==> config.mk <==
export PLATFORM = sky130hd
export DESIGN_NAME = ndpc_ctrl
export DESIGN_NICKNAME = d
export VERILOG_FILES = /design/src/logic/ndpc_pkg.sv /design/src/logic/ndpc_ctrl.sv /design/src/logic/ndpc_cycle.sv
export VERILOG_INCLUDE_DIRS = /design/src /design/src/logic
export SDC_FILE = /design/constraint.sdc
export NUM_CORES = 1
export LEC_CHECK = 0
export BUFFER_PORTS_ARGS = -buffer_cell sky130_fd_sc_hd__buf_4
export CORE_ASPECT_RATIO = 1.5
export CORE_MARGIN = 10
export CORE_UTILIZATION = 55
export DETAILED_ROUTE_END_ITERATION = 10
export GPL_TIMING_DRIVEN = 0
export PLACE_DENSITY = 0.85
export SKIP_LAST_GASP = 1
export SLEW_MARGIN = 30
export SYNTH_ARGS = -nofsm -noshare
export SYNTH_HDL_FRONTEND = slang
export SYNTH_SLANG_ARGS = --single-unit
==> constraint.sdc <==
create_clock -name mclk_in -period 6.1 [get_ports mclk_in]
set_input_delay 1.22 -clock mclk_in [delete_from_list [all_inputs] [get_ports mclk_in]]
set_output_delay 1.22 -clock mclk_in [all_outputs]
set_load 0.1 [all_outputs]
==> src/logic/ndpc_consts.svh <==
// ndpc_consts.svh: offsets, field positions, reset values, commands and timing counts
// assumes: included by the controller files, 20 MHz clock (50 ns period)
`ifndef NDPC_CONSTS_SVH
`define NDPC_CONSTS_SVH
// ==========================================================================
// apb register byte offsets
`define NDPC_OFF_CTRL 12'h000
`define NDPC_OFF_ADDR1 12'h004
`define NDPC_OFF_ADDR2 12'h008
`define NDPC_OFF_DATA 12'h00C
`define NDPC_OFF_STAT 12'h010
`define NDPC_OFF_RESULT 12'h014
// ctrl fields: [3:0] opcode, [4] invert bit, [5] word-wide bus, [15:8] write data ([23:8] on a word bus)
`define NDPC_CTRL_OP_LSB 0
`define NDPC_CTRL_INV_BIT 4
`define NDPC_CTRL_X16_BIT 5
`define NDPC_CTRL_DAT_LSB 8
// status fields
`define NDPC_STAT_BUSY_BIT 0
`define NDPC_STAT_ERR_BIT 1
`define NDPC_STAT_RB_BIT 2
// reset values
`define NDPC_CTRL_RST 32'h0000_0000
// ==========================================================================
// nand command bytes
`define NDPC_CMD_PROG 8'h80
`define NDPC_CMD_PROG_MID 8'h11
`define NDPC_CMD_PROG_END 8'h10
`define NDPC_CMD_CACHE_END 8'h15
`define NDPC_CMD_RAND_IN 8'h85
`define NDPC_CMD_ERASE 8'h60
`define NDPC_CMD_ERASE_MID 8'hD1
`define NDPC_CMD_ERASE_END 8'hD0
`define NDPC_CMD_UNP_LO 8'h23
`define NDPC_CMD_UNP_HI 8'h24
`define NDPC_CMD_PROTECT 8'h2A
`define NDPC_CMD_SOLID 8'h2C
`define NDPC_CMD_PSTAT 8'h7A
`define NDPC_CMD_STATUS 8'h70
`define NDPC_CMD_STAT_ENH 8'h78
`define NDPC_STAT_PROT_FAIL 8'h60
// ==========================================================================
// timing: bus strobe half-cycle and busy windows
`define NDPC_STROBE_CYC 4'h1
`define NDPC_DUAL_BUSY_NS 1000
`define NDPC_PROT_BUSY_NS 3000
`define NDPC_CLK_NS 50
`define NDPC_DUAL_BUSY_CYC (`NDPC_DUAL_BUSY_NS / `NDPC_CLK_NS)
`define NDPC_PROT_BUSY_CYC (`NDPC_PROT_BUSY_NS / `NDPC_CLK_NS)
// rb# must be seen high within this many cycles of entering the wait before it counts as a fault
`define NDPC_WAIT_LIMIT 16'hFFFF
`endif

==> src/logic/ndpc_pkg.sv <==
// ndpc_pkg.sv: types shared by the nand protect/dual-plane controller
// assumes: nothing beyond a standard sv toolchain
`default_nettype none
package ndpc_pkg;
  // ==========================================================================
  // software opcodes
  typedef enum logic [3:0] {
    NDPC_OP_NONE = 4'h0,
    NDPC_OP_PROG_MID = 4'h1,   // 80h addr data.. 11h
    NDPC_OP_PROG_END = 4'h2,   // 80h addr data.. 10h
    NDPC_OP_CACHE_END = 4'h3,  // 80h addr data.. 15h
    NDPC_OP_RAND_IN = 4'h4,    // 85h col data..
    NDPC_OP_ERASE_MID = 4'h5,  // 60h addr D1h
    NDPC_OP_ERASE_END = 4'h6,  // 60h addr D0h
    NDPC_OP_UNP_LO = 4'h7,
    NDPC_OP_UNP_HI = 4'h8,
    NDPC_OP_PROTECT = 4'h9,
    NDPC_OP_SOLID = 4'hA,
    NDPC_OP_PSTAT = 4'hB,
    NDPC_OP_STATUS = 4'hC,
    NDPC_OP_STAT_ENH = 4'hD,
    NDPC_OP_DATA = 4'hE        // one more data byte
  } ndpc_op_e;
  // byte-lane kinds on the nand bus
  typedef enum logic [1:0] {
    NDPC_LANE_CMD = 2'h0,
    NDPC_LANE_ADR = 2'h1,
    NDPC_LANE_DAT = 2'h2,
    NDPC_LANE_RD = 2'h3
  } ndpc_lane_e;
endpackage : ndpc_pkg
`default_nettype wire

==> src/logic/ndpc_ctrl.sv <==
// ndpc_ctrl.sv: apb-programmed host that issues dual-plane and block-protect sequences
// assumes: apb master on mclk_in, nand device on async pins, rb# open drain pulled up
//
// Notes on behaviour
// - both planes get the same operation type
// - software gives planes different plane-select bits
// - software gives both planes same page bits
// - 80h..11h loads cache, 80h..10h writes both
// - 80h..11h then 80h..15h is cache program
// - 85h changes column during data load
// - 60h..D1h then 60h..D0h erases both blocks
// - 23h lower bound then 24h upper bound
// - byte bus: three address cycles, fixed layout
// - word bus: three cycles, upper byte low
// - write-protect high before 2Ch
//
// The implementer's own choices: the address map and the APB interface to the registers.
`default_nettype none
`include "ndpc_consts.svh"
module ndpc_ctrl
  import ndpc_pkg::*;
(
  // clock and reset
  input wire logic mclk_in,
  input wire logic arst_n_in,
  // apb slave
  input wire logic psel_in,
  input wire logic penable_in,
  input wire logic pwrite_in,
  input wire logic [11:0] paddr_in,
  input wire logic [31:0] pwdata_in,
  output logic [31:0] prdata_out,
  output logic pready_out,
  output logic pslverr_out,
  // nand pins
  output logic ce_n_out,
  output logic cle_out,
  output logic ale_out,
  output logic we_n_out,
  output logic re_n_out,
  output logic wp_n_out,
  output logic [15:0] io_o_out,
  output logic io_oe_out,
  input wire logic [15:0] io_i_in,
  input wire logic rb_n_in
);
  // ==========================================================================
  // sequencer states
  typedef enum logic [5:0] {
    ST_IDLE = 6'b000001,
    ST_CMD1 = 6'b000010,
    ST_ADDR = 6'b000100,
    ST_CMD2 = 6'b001000,
    ST_READ = 6'b010000,
    ST_WAIT = 6'b100000
  } ndpc_st_e;
  typedef struct packed {
    ndpc_st_e st;
    logic [31:0] ctrl;      // last order
    logic [31:0] addr1;     // row/col address bytes, lsb first
    logic [7:0] addr2;      // fifth address byte
    logic [2:0] acnt;       // address cycles still to send
    logic [2:0] aidx;
    logic busy, err, go;
    logic [15:0] result;
    logic [15:0] wcnt;
    logic rb_m, rb_s;
    logic pready;
    logic [31:0] prdata;
    logic wp_n;
    logic [7:0] pend;       // program tail held until the next non-data order
    logic resume;           // pending tail goes first, then the new order
  } ndpc_ctl_s;
  ndpc_ctl_s s_r, s_nxt;
  // cycle engine hookup
  ndpc_lane_e cyc_kind;
  logic [15:0] cyc_byte;
  logic cyc_done;
  logic [15:0] cyc_rd;
  logic cyc_io_oe;
  logic [15:0] cyc_io;
  logic cyc_cle, cyc_ale, cyc_we, cyc_re;
  ndpc_op_e op;
  logic x16;
  // ==========================================================================
  // helpers
  // first command byte of an opcode
  function automatic logic [7:0] first_cmd(input ndpc_op_e o);
    unique case (o)
      NDPC_OP_PROG_MID, NDPC_OP_PROG_END, NDPC_OP_CACHE_END: first_cmd = `NDPC_CMD_PROG;
      NDPC_OP_RAND_IN: first_cmd = `NDPC_CMD_RAND_IN;
      NDPC_OP_ERASE_MID, NDPC_OP_ERASE_END: first_cmd = `NDPC_CMD_ERASE;
      NDPC_OP_UNP_LO: first_cmd = `NDPC_CMD_UNP_LO;
      NDPC_OP_UNP_HI: first_cmd = `NDPC_CMD_UNP_HI;
      NDPC_OP_PROTECT: first_cmd = `NDPC_CMD_PROTECT;
      NDPC_OP_SOLID: first_cmd = `NDPC_CMD_SOLID;
      NDPC_OP_PSTAT: first_cmd = `NDPC_CMD_PSTAT;
      NDPC_OP_STATUS: first_cmd = `NDPC_CMD_STATUS;
      NDPC_OP_STAT_ENH: first_cmd = `NDPC_CMD_STAT_ENH;
      default: first_cmd = 8'h00;
    endcase
  endfunction : first_cmd
  // number of address cycles an opcode carries
  function automatic logic [2:0] addr_cycles(input ndpc_op_e o);
    unique case (o)
      NDPC_OP_PROG_MID, NDPC_OP_PROG_END, NDPC_OP_CACHE_END: addr_cycles = 3'd5;
      NDPC_OP_RAND_IN: addr_cycles = 3'd2;
      NDPC_OP_ERASE_MID, NDPC_OP_ERASE_END: addr_cycles = 3'd3;
      NDPC_OP_UNP_LO, NDPC_OP_UNP_HI, NDPC_OP_PSTAT: addr_cycles = 3'd3;
      default: addr_cycles = 3'd0;
    endcase
  endfunction : addr_cycles
  assign op = ndpc_op_e'(s_r.ctrl[`NDPC_CTRL_OP_LSB +: 4]);
  assign x16 = s_r.ctrl[`NDPC_CTRL_X16_BIT];
  // ==========================================================================
  // sequencer and apb slave
  always_comb
  begin
    logic [7:0] ab;
    logic [7:0] ctail;
    ab = 8'h00;
    ctail = 8'h00;
    s_nxt = s_r;
    s_nxt.go = 1'b0;
    s_nxt.pready = 1'b0;
    // rb# crosses from the device: two flops, only rb_s is read
    s_nxt.rb_m = rb_n_in;
    s_nxt.rb_s = s_r.rb_m;
    cyc_kind = NDPC_LANE_CMD;
    cyc_byte = 16'h0000;
    // apb: one wait state, answer in the access phase's second cycle
    if (psel_in && penable_in && !s_r.pready)
    begin
      s_nxt.pready = 1'b1;
      s_nxt.prdata = 32'h0000_0000;
      if (pwrite_in)
      begin
        unique case (paddr_in)
          `NDPC_OFF_CTRL:
          begin
            // orders are refused while busy; software polls status
            if (!s_r.busy)
            begin
              s_nxt.ctrl = pwdata_in;
              s_nxt.busy = 1'b1;
              s_nxt.err = 1'b0;
              s_nxt.st = ST_CMD1;
              s_nxt.go = 1'b1;
              // an open program load is closed by the next order that is not data
              if ((s_r.pend != 8'h00) && (pwdata_in[3:0] != NDPC_OP_DATA) &&
                  (pwdata_in[3:0] != NDPC_OP_RAND_IN))
              begin
                s_nxt.st = ST_CMD2;
                s_nxt.resume = 1'b1;
              end
              // 2Ch needs write-protect released; lift it before the command
              s_nxt.wp_n = 1'b1;
            end
          end
          `NDPC_OFF_ADDR1: s_nxt.addr1 = pwdata_in;
          `NDPC_OFF_ADDR2: s_nxt.addr2 = pwdata_in[7:0];
          default: ;
        endcase
      end
      else
      begin
        unique case (paddr_in)
          `NDPC_OFF_CTRL: s_nxt.prdata = s_r.ctrl;
          `NDPC_OFF_ADDR1: s_nxt.prdata = s_r.addr1;
          `NDPC_OFF_ADDR2: s_nxt.prdata = {24'h000000, s_r.addr2};
          `NDPC_OFF_STAT: s_nxt.prdata = {29'h0, s_r.rb_s, s_r.err, s_r.busy};
          `NDPC_OFF_RESULT: s_nxt.prdata = {16'h0000, s_r.result};
          default: s_nxt.prdata = 32'h0000_0000;
        endcase
      end
    end
    // byte currently addressed; un-protect invert bit rides in bit 0 of the
    // first cycle only for 24h, the device ignores it for 23h
    unique case (s_r.aidx)
      3'd0: ab = s_r.addr1[7:0];
      3'd1: ab = s_r.addr1[15:8];
      3'd2: ab = s_r.addr1[23:16];
      3'd3: ab = s_r.addr1[31:24];
      default: ab = s_r.addr2;
    endcase
    if ((op == NDPC_OP_UNP_HI) && (s_r.aidx == 3'd0))
    begin
      ab[0] = s_r.ctrl[`NDPC_CTRL_INV_BIT];
    end
    // tail command of two-part sequences; both planes share the type
    unique case (op)
      NDPC_OP_PROG_MID: ctail = `NDPC_CMD_PROG_MID;
      NDPC_OP_PROG_END: ctail = `NDPC_CMD_PROG_END;
      NDPC_OP_CACHE_END: ctail = `NDPC_CMD_CACHE_END;
      NDPC_OP_ERASE_MID: ctail = `NDPC_CMD_ERASE_MID;
      NDPC_OP_ERASE_END: ctail = `NDPC_CMD_ERASE_END;
      default: ctail = 8'h00;
    endcase
    unique case (s_r.st)
      ST_IDLE: ;
      ST_CMD1:
      begin
        cyc_kind = (op == NDPC_OP_DATA) ? NDPC_LANE_DAT : NDPC_LANE_CMD;
        cyc_byte = (op != NDPC_OP_DATA) ? {8'h00, first_cmd(op)} :
                   x16 ? s_r.ctrl[`NDPC_CTRL_DAT_LSB +: 16] :
                   {8'h00, s_r.ctrl[`NDPC_CTRL_DAT_LSB +: 8]};
        if (cyc_done)
        begin
          s_nxt.acnt = addr_cycles(op);
          s_nxt.aidx = 3'd0;
          s_nxt.go = 1'b1;
          if (op == NDPC_OP_DATA)
          begin
            s_nxt.go = 1'b0;
            s_nxt.busy = 1'b0;
            s_nxt.st = ST_IDLE;
          end
          else if (addr_cycles(op) != 3'd0)
          begin
            s_nxt.st = ST_ADDR;
          end
          else if ((op == NDPC_OP_STATUS) || (op == NDPC_OP_STAT_ENH))
          begin
            s_nxt.st = ST_READ;
          end
          else
          begin
            s_nxt.st = ST_WAIT;
            s_nxt.go = 1'b0;
            s_nxt.wcnt = 16'h0000;
          end
        end
      end
      ST_ADDR:
      begin
        // word bus keeps io15..8 low on address cycles
        cyc_kind = NDPC_LANE_ADR;
        cyc_byte = {8'h00, ab};
        if (cyc_done)
        begin
          s_nxt.aidx = s_r.aidx + 3'd1;
          s_nxt.acnt = s_r.acnt - 3'd1;
          s_nxt.go = 1'b1;
          if (s_r.acnt == 3'd1)
          begin
            if (op == NDPC_OP_PSTAT)
            begin
              s_nxt.st = ST_READ;
            end
            else if (ctail != 8'h00)
            begin
              s_nxt.st = ST_CMD2;
            end
            else
            begin
              // 85h leaves the data load open for OP_DATA bytes; 23h and 24h end here
              s_nxt.go = 1'b0;
              s_nxt.st = ST_IDLE;
              s_nxt.busy = (op == NDPC_OP_UNP_LO) || (op == NDPC_OP_UNP_HI) ?
                           1'b0 : 1'b0;
            end
          end
          // program sequences pause for data before the tail command
          if ((s_r.acnt == 3'd1) && (first_cmd(op) == `NDPC_CMD_PROG))
          begin
            s_nxt.go = 1'b0;
            s_nxt.busy = 1'b0;
            s_nxt.st = ST_IDLE;
            s_nxt.pend = ctail;
          end
        end
      end
      ST_CMD2:
      begin
        cyc_kind = NDPC_LANE_CMD;
        cyc_byte = {8'h00, s_r.resume ? s_r.pend : ctail};
        if (cyc_done)
        begin
          s_nxt.st = ST_WAIT;
          s_nxt.wcnt = 16'h0000;
          s_nxt.pend = 8'h00;
        end
      end
      ST_READ:
      begin
        cyc_kind = NDPC_LANE_RD;
        if (cyc_done)
        begin
          // protect status: bit2 unprotected, bits1:0 solid flags
          s_nxt.result = cyc_rd;
          s_nxt.busy = 1'b0;
          s_nxt.st = ST_IDLE;
        end
      end
      default:
      begin
        // wait for rb# high; busy windows of 1 us and 3 us finish here
        s_nxt.wcnt = s_r.wcnt + 16'h0001;
        if ((s_r.wcnt > 16'h0003) && s_r.rb_s)
        begin
          s_nxt.busy = 1'b0;
          s_nxt.st = ST_IDLE;
          // after a closed load the new order starts at its first command
          if (s_r.resume)
          begin
            s_nxt.busy = 1'b1;
            s_nxt.st = ST_CMD1;
            s_nxt.go = 1'b1;
            s_nxt.resume = 1'b0;
          end
        end
        else if (s_r.wcnt == `NDPC_WAIT_LIMIT)
        begin
          s_nxt.resume = 1'b0;
          s_nxt.err = 1'b1;
          s_nxt.busy = 1'b0;
          s_nxt.st = ST_IDLE;
        end
      end
    endcase
    // a program tail resumes when software issues any order other than OP_DATA or NDPC_OP_RAND_IN;
    // that path sends the tail from CMD2; an idle state with go set restarts at CMD1 here
    if ((s_r.st == ST_IDLE) && s_r.go)
    begin
      s_nxt.st = ST_CMD1;
    end
  end
  // ==========================================================================
  // register all state
  always_ff @(posedge mclk_in or negedge arst_n_in)
  begin
    if (!arst_n_in)
    begin
      s_r <= '{st: ST_IDLE, ctrl: `NDPC_CTRL_RST, addr1: 32'h0, addr2: 8'h00,
               acnt: 3'd0, aidx: 3'd0, busy: 1'b0, err: 1'b0, go: 1'b0,
               result: 16'h0000, wcnt: 16'h0000, rb_m: 1'b1, rb_s: 1'b1,
               pready: 1'b0, prdata: 32'h0, wp_n: 1'b0, pend: 8'h00, resume: 1'b0};
    end
    else
    begin
      s_r <= s_nxt;
    end
  end
  // bus cycle engine
  ndpc_cycle u_cycle (
    .mclk_in(mclk_in),
    .arst_n_in(arst_n_in),
    .go_in(s_r.go),
    .kind_in(cyc_kind),
    .byte_in(cyc_byte),
    .done_out(cyc_done),
    .rd_out(cyc_rd),
    .cle_out(cyc_cle),
    .ale_out(cyc_ale),
    .we_n_out(cyc_we),
    .re_n_out(cyc_re),
    .io_o_out(cyc_io),
    .io_oe_out(cyc_io_oe),
    .io_i_in(io_i_in)
  );
  // outputs come straight from flops, except pslverr and ce# which are tied low
  assign prdata_out = s_r.prdata;
  assign pready_out = s_r.pready;
  assign pslverr_out = 1'b0;
  assign ce_n_out = 1'b0;
  assign cle_out = cyc_cle;
  assign ale_out = cyc_ale;
  assign we_n_out = cyc_we;
  assign re_n_out = cyc_re;
  assign wp_n_out = s_r.wp_n;
  assign io_o_out = cyc_io;
  assign io_oe_out = cyc_io_oe;

  logic busy_q;
  assign busy_q = s_r.busy;
endmodule : ndpc_ctrl
`default_nettype wire

==> src/logic/ndpc_cycle.sv <==
// ndpc_cycle.sv: drives one command, address, data or read cycle on the nand bus
// assumes: async nand pins, one strobe phase per NDPC_STROBE_CYC+1 clocks, rb# synced
`default_nettype none
`include "ndpc_consts.svh"
module ndpc_cycle
  import ndpc_pkg::*;
(
  // clock and reset
  input wire logic mclk_in,
  input wire logic arst_n_in,
  // request
  input wire logic go_in,
  input wire ndpc_lane_e kind_in,
  input wire logic [15:0] byte_in,
  output logic done_out,
  output logic [15:0] rd_out,
  // nand pins
  output logic cle_out,
  output logic ale_out,
  output logic we_n_out,
  output logic re_n_out,
  output logic [15:0] io_o_out,
  output logic io_oe_out,
  input wire logic [15:0] io_i_in
);
  // ==========================================================================
  // state
  typedef struct packed {
    logic [1:0] ph;  // 0 idle, 1 strobe low, 2 strobe high
    logic [3:0] cnt;
    logic cle, ale, we_n, re_n, oe, done;
    logic [15:0] dout, rd;
  } ndpc_cyc_s;
  ndpc_cyc_s s_r, s_nxt;
  // io samples are only taken on the clock after re# has been low a full phase,
  // so the pins have long settled; they stay async only in name
  always_comb
  begin
    s_nxt = s_r;
    s_nxt.done = 1'b0;
    unique case (s_r.ph)
      2'd0:
      begin
        if (go_in)
        begin
          s_nxt.ph = 2'd1;
          s_nxt.cnt = `NDPC_STROBE_CYC;
          s_nxt.cle = (kind_in == NDPC_LANE_CMD);
          s_nxt.ale = (kind_in == NDPC_LANE_ADR);
          s_nxt.oe = (kind_in != NDPC_LANE_RD);
          s_nxt.dout = byte_in;
          s_nxt.we_n = (kind_in == NDPC_LANE_RD);
          s_nxt.re_n = (kind_in != NDPC_LANE_RD);
        end
      end
      2'd1:
      begin
        // strobe low phase; rising edge latches on the device
        if (s_r.cnt == 4'h0)
        begin
          if (!s_r.re_n)
          begin
            s_nxt.rd = io_i_in;
          end
          s_nxt.we_n = 1'b1;
          s_nxt.re_n = 1'b1;
          s_nxt.ph = 2'd2;
          s_nxt.cnt = `NDPC_STROBE_CYC;
        end
        else
        begin
          s_nxt.cnt = s_r.cnt - 4'h1;
        end
      end
      default:
      begin
        // hold data and latches through the high phase
        if (s_r.cnt == 4'h0)
        begin
          s_nxt.ph = 2'd0;
          s_nxt.cle = 1'b0;
          s_nxt.ale = 1'b0;
          s_nxt.oe = 1'b0;
          s_nxt.done = 1'b1;
        end
        else
        begin
          s_nxt.cnt = s_r.cnt - 4'h1;
        end
      end
    endcase
  end
  // register the state
  always_ff @(posedge mclk_in or negedge arst_n_in)
  begin
    if (!arst_n_in)
    begin
      s_r <= '{ph: 2'd0, cnt: 4'h0, cle: 1'b0, ale: 1'b0, we_n: 1'b1, re_n: 1'b1,
               oe: 1'b0, done: 1'b0, dout: 16'h0000, rd: 16'h0000};
    end
    else
    begin
      s_r <= s_nxt;
    end
  end
  assign done_out = s_r.done;
  assign rd_out = s_r.rd;
  assign cle_out = s_r.cle;
  assign ale_out = s_r.ale;
  assign we_n_out = s_r.we_n;
  assign re_n_out = s_r.re_n;
  assign io_o_out = s_r.dout;
  assign io_oe_out = s_r.oe;
endmodule : ndpc_cycle
`default_nettype wire

# Word-level counts from Yosys, hierarchy flattened
# Memory sizes are Yosys's and may differ from the RTL's.
# Cells that the tools add are included.
word_totals:
  ff_bits: 208
  romBits: 352
  memories: 4
classes:
  n_addsub: 4
  order_cmp: 1
  eq_ne: 42
  muxes: 105
  n_bitwise: 4
  n_reduce_logical: 40
mem_list:
  columns: ["memory", "words", "width", "rd", "rd_clocked_by_memory_dff", "wr", "line", "rtl"]
  rows:
  - ["(no name shown)", 16, 8, 1, 0, 0, "ndpc_ctrl.sv:89", "unique case (o)"]
  - ["(no name shown)", 16, 8, 1, 0, 0, "ndpc_ctrl.sv:89", null]
  - ["(no name shown)", 16, 3, 1, 0, 0, "ndpc_ctrl.sv:105", "unique case (o)"]
  - ["(no name shown)", 16, 3, 1, 0, 0, "ndpc_ctrl.sv:105", null]
ops:
  columns: ["cell", "count"]
  rows:
  - ["case mux 32 bit (5 select lines)", 1]
  - ["two-way mux 78 bit", 2]
  - ["two-way mux 16 bit", 7]
  - ["case mux 16 bit (3 select lines)", 2]
  - ["two-way mux 38 bit", 2]
  - ["two-way mux 6 bit", 12]
  - ["two-way mux 32 bit", 2]
  - ["two-way mux 8 bit", 7]
  - ["case mux 8 bit (5 select lines)", 1]
  - ["two-way mux 1 bit", 35]
  - ["two-way mux 34 bit", 1]
  - ["case mux 8 bit (4 select lines)", 1]
  - ["case mux 6 bit (5 select lines)", 1]
  - ["equality test 12 x 5 -> 1 bit, second input constant", 2]
  - ["case mux 6 bit (2 select lines)", 2]
  - ["AND reduction 3 bit", 7]
  - ["equality test 4 bit, second input constant", 5]
  - ["two-way mux 3 bit", 6]
  - ["adder 16 x 1 -> 16 bit, second input constant", 1]
  - ["equality test 16 bit, second input constant", 1]
  - ["> comparator 16 x 2 -> 1 bit, second input constant", 1]
  - ["two-way mux 2 bit", 8]
  - ["two-way mux 4 bit", 4]
  - ["case mux 8 bit (2 select lines)", 1]
  - ["48 further kinds", 84]

# Depth between registers and ports, before layout
logic_depth:
  depth_word: 13
  ltp_mapped: 10

# Hierarchy
# From an unflattened synthesis, not the netlist that was laid out.
hier_totals:
  hier_cells: 956
  area_unflattened_um2: 10478.8
by_module_without_submodules:
  columns: ["mod", "n_inst", "cells_per_inst", "area_each_um2"]
  rows:
  - ["ndpc_ctrl", 1, 801, 8408.1]
  - ["ndpc_cycle", 1, 155, 2070.7]

# Least setup slack after synthesis
# Ideal clock, no wire load.
synth_timing:
  kind: "input -> register"
  from: "in paddr_in[7]"
  to: "reg s_r[86] in the netlist's numbering"
  setup_time_ns: 0.125
  arrival_ns: 2.755
  required_time_ns: 5.975
  path_slack_ns: 3.220
  path_stages: 6
  cell_sequence: "nor4_2 -> nand3_2 -> nor4b_4 -> nor2b_1 -> buf_4 -> mux2_2"
synth_between:
  elab_chain_cells: 2
synth_lines:
  columns: ["element", "line", "rtl"]
  rows:
  - ["from (decl)", "ndpc_ctrl.sv:30", "input wire logic [11:0] paddr_in,"]
  - ["equality test 12 x 4 -> 1 bit", "ndpc_ctrl.sv:138", "unique case (paddr_in)"]
  - ["AND reduction 3 bit (no source line)", null, null]
  - ["to (signal assigned)", "ndpc_ctrl.sv:334", "s_r <= '{st: ST_IDLE, ctrl: `NDPC_CTRL_RST, addr1: 32'h0, addr2: 8'h00,"]
  - ["to (signal assigned)", "ndpc_ctrl.sv:341", "s_r <= s_nxt;"]
  - ["to (decl)", "ndpc_ctrl.sv:74", "ndpc_ctl_s s_r, s_nxt;"]
# Every way passes these cells.
# A chain may end at the register's enable or synchronous reset.

==> results.toml <==
[hold_path]
hold_start = "s_nxt[43]"
holdCritPathClass = "reg -> reg"
hold_depth = 0
whs_endpoint = "s_r[43]"

[timing]
holdWs_ps = 360
timing.fmax_mhz = 289
grt_setup_unrepaired = "false"
fin_crit_ps = 3460
slew_headroom = 0.443
finalClockSkew_ps = 12.1
setup_viol = 0
tightestPinTransition_ps = 827
fin_crit_sh = 0.567
hold_viol = 0
tns_ps = 0
slew_violations = 0

[clock_network]
clock-sinks = 204
postCtsSetupBuffers = 0
cts_resized = 0
cts_tree = "built"
cts_hold_buffers = 0
clkLatencyLatePin_ps = 500
htreeDepth = 1
numCtsBuffers = 20
root_buffer = "clkbuf_16"
clk_pin_slew_ps = 60
ctsLongestPathBuffers = 3

[yosys]
ys_seq_area_frac = 0.497
yosys_warnings = 0
synthCells = 1002
ys.flop_type = "dfrtp_1"
synth.top_cells.by_count = "dfrtp_1, nand2_1, mux2_2"
syn_area_um2 = 10300
synth_area_per_cell_um2 = 10.3
synth-seq-cells = 204
synth.distinct_cells = 75
async_flop_share = 1.00
synth_top_area_frac = 0.484
synth_area_leaders = "dfrtp_1, mux2_2, nand2_1"
yosysMostFrequentCell = "dfrtp_1"
yosysTopAreaCell = "dfrtp_1"
synth_edf_count = 0

[setup_path]
critical_path_peak_fanout = 8
crit_chain = "inv_1 > ha_1 > inv_1 > ha_1 > nor4_1 > o211ai_1 > a211oi_2 > o21ai_0 > a2111oi_0 > o21ai_0"
slowest_delay_ps = 780
end_kind = "flip-flop"
r2r-start = "op[1]"
cpMaxStageDelayCell = "a2111oi_0"
start_kind = "flip-flop"
rr_endpoint = "busy_q"
cp_data_required_time_ps = 6430
reg2reg_slack_ps = 2640
reg2reg_depth = 10
cp.arrival_ps = 3790
critPathKind = "reg -> reg"

[pwr]
power.share.clock = 0.366
cellPowerDensity_nw_per_um2 = 315
ir_worst_vdd_mv = 0.258
p_comb_frac = 0.239
internal-power_uw = 2640
p_leak_uw = 0.00598
switching_share = 0.322
p_total_uw = 3890
seqPwrFrac = 0.396
switching_power_uw = 1250

[drt]
vias_per_cell = 5.97
drt_iter0_drc = 887
wl_per_cell_um = 20.8
drc_errors = 0
first_pass_iters = 8
ant_nets = 0
dr_total_vias = 8442
wl_um = 29400

[global_routing]
grt.overflow.total = 0
grt_pass1_vias = 8743
grt_pass1_wl_um = 47200
grt_usage = 0.232
grt_max_degree = 89
antenna_found_initial = 0

[floorplanning]
ioPinCount = 123
core.rowCount = 61
coreArea_um2 = 18500
die_x_um = 132
die_h_um = 187
initial_core_util = 0.557
dieArea_um2 = 24700

[layout]
nets = 1229
final_area_um2 = 12300
fillCellCount = 1422
num_antenna_cells = 0
areaGrowthSynthToFinish_pct = 19.9
final_util = 0.667
drive_gt1_frac = 0.303

[placed_design]
gp_congestion = 0.928
port_buffers = 120
dpl-instance-area_um2 = 11600
hpwlAfterDp_um = 21400

[status]
status = "complete, no violations"

[flow_run]
drv_cap = 0
==> cell families after synthesis <==
group,after synthesis,share of synthesized area
AOI/OAI and AO/OA,215,0.148
xor gates and xnor gates,16,0.0136
adders and majority gates,16,0.0195
buffers and inverters,132,0.0716
DFF,204,0.497
muxes,94,0.103
other,1,0.000365
and+or+nand+nor,324,0.147
==> critical path, delay by kind of cell, from the launching register on <==
family | cells | cell delay [ps]
AO/OA/AOI/OAI | 5 | 1650
adder cells (fa/ha/maj) | 2 | 640
buffers and inverters | 2 | 260
flip-flops | 1 | 440
AND/OR/NAND/NOR | 1 | 320
==> cells in the final DEF (no fill, tap or decap), types with 6 or more instances in the layout <==
master	n
o211ai_1	6
a22o_1	10
mux2_2	90
xnor2_1	9
nand2_1	163
and3_1	6
o21ai_0	60
a31oi_1	8
ha_1	16
clkbuf_1	31
clkbuf_16	21
a21oi_1	25
dfrtp_1	199
a221oi_1	8
nor2_1	59
inv_1	21
xor2_1	7
buf_2	24
a222oi_1	17
a21o_1	9
a22oi_1	26
nor3_1	12
and2_1	9
nand4_1	10
nand2b_1	9
nand3_1	21
buf_4	173
==> through the flow <==
stage / std cells / setup slack, ps
2_1_floorplan: 1003 / 3220
3_5_place_dp: 1377 / 2650
3_3_place_gp: 1375 / 2450
4_1_cts: 1413 / 2710
6_report: 1413 / 2640
5_1_grt: 1413 / 2360
==> metal layers <==
layer  wire length (um)  share of wire  global-route usage
met2              15300           0.52               0.416
met5                  0              0                   0
met4               1590          0.054               0.121
met1              10700           0.36               0.259
met3               1810          0.062              0.0352
==> flip-flops by register name (all words and copies together) (netlist names), 4 cells and up <==
name,count
u_cycle.s_r,6
op,4
u_cycle.io_o_out,16
prdata_out,32
s_r,120
u_cycle.rd_out,16
==> area by class of cell <==
cell class | count | area [um2] | area share
clock buffers | 24 | 567 | 0.0460
multi-input cells | 667 | 4440 | 0.360
inverters | 21 | 78.8 | 0.00639
flip-flops and latches | 204 | 5110 | 0.415
clock inverters | 12 | 198 | 0.0160
plain buffers | 111 | 657 | 0.0533
repair buffers | 122 | 963 | 0.0781
well taps | 252 | 315 | 0.0256
==> worst max-delay path by stage <==
stage / startpoint / depth (start not counted) / slack, ps / endpoint
finish: op[1] / 10 / 2640 / busy_q
global route: op[1] / 10 / 2360 / busy_q
CTS: op[1] / 10 / 2710 / busy_q
detailed placement: paddr_in[7] / 7 / 2650 / prdata_out[23]
global placement: arst_n_in / 1 / 2450 / u_cycle.io_o_out[12]
floorplan: paddr_in[7] / 6 / 3220 / s_r[86]
==> power by group through the flow <==
stage / sequential [uW] / combinational, uW / clock, uW
2_1_floorplan: 1620 / 592 / 0
3_3_place_gp: 1550 / 885 / 0
3_5_place_dp: 1560 / 915 / 0
4_1_cts: 1540 / 926 / 1430
5_1_grt: 1550 / 996 / 1490
6_report: 1540 / 927 / 1420
Note: power is estimated with default switching activity, not from simulation.
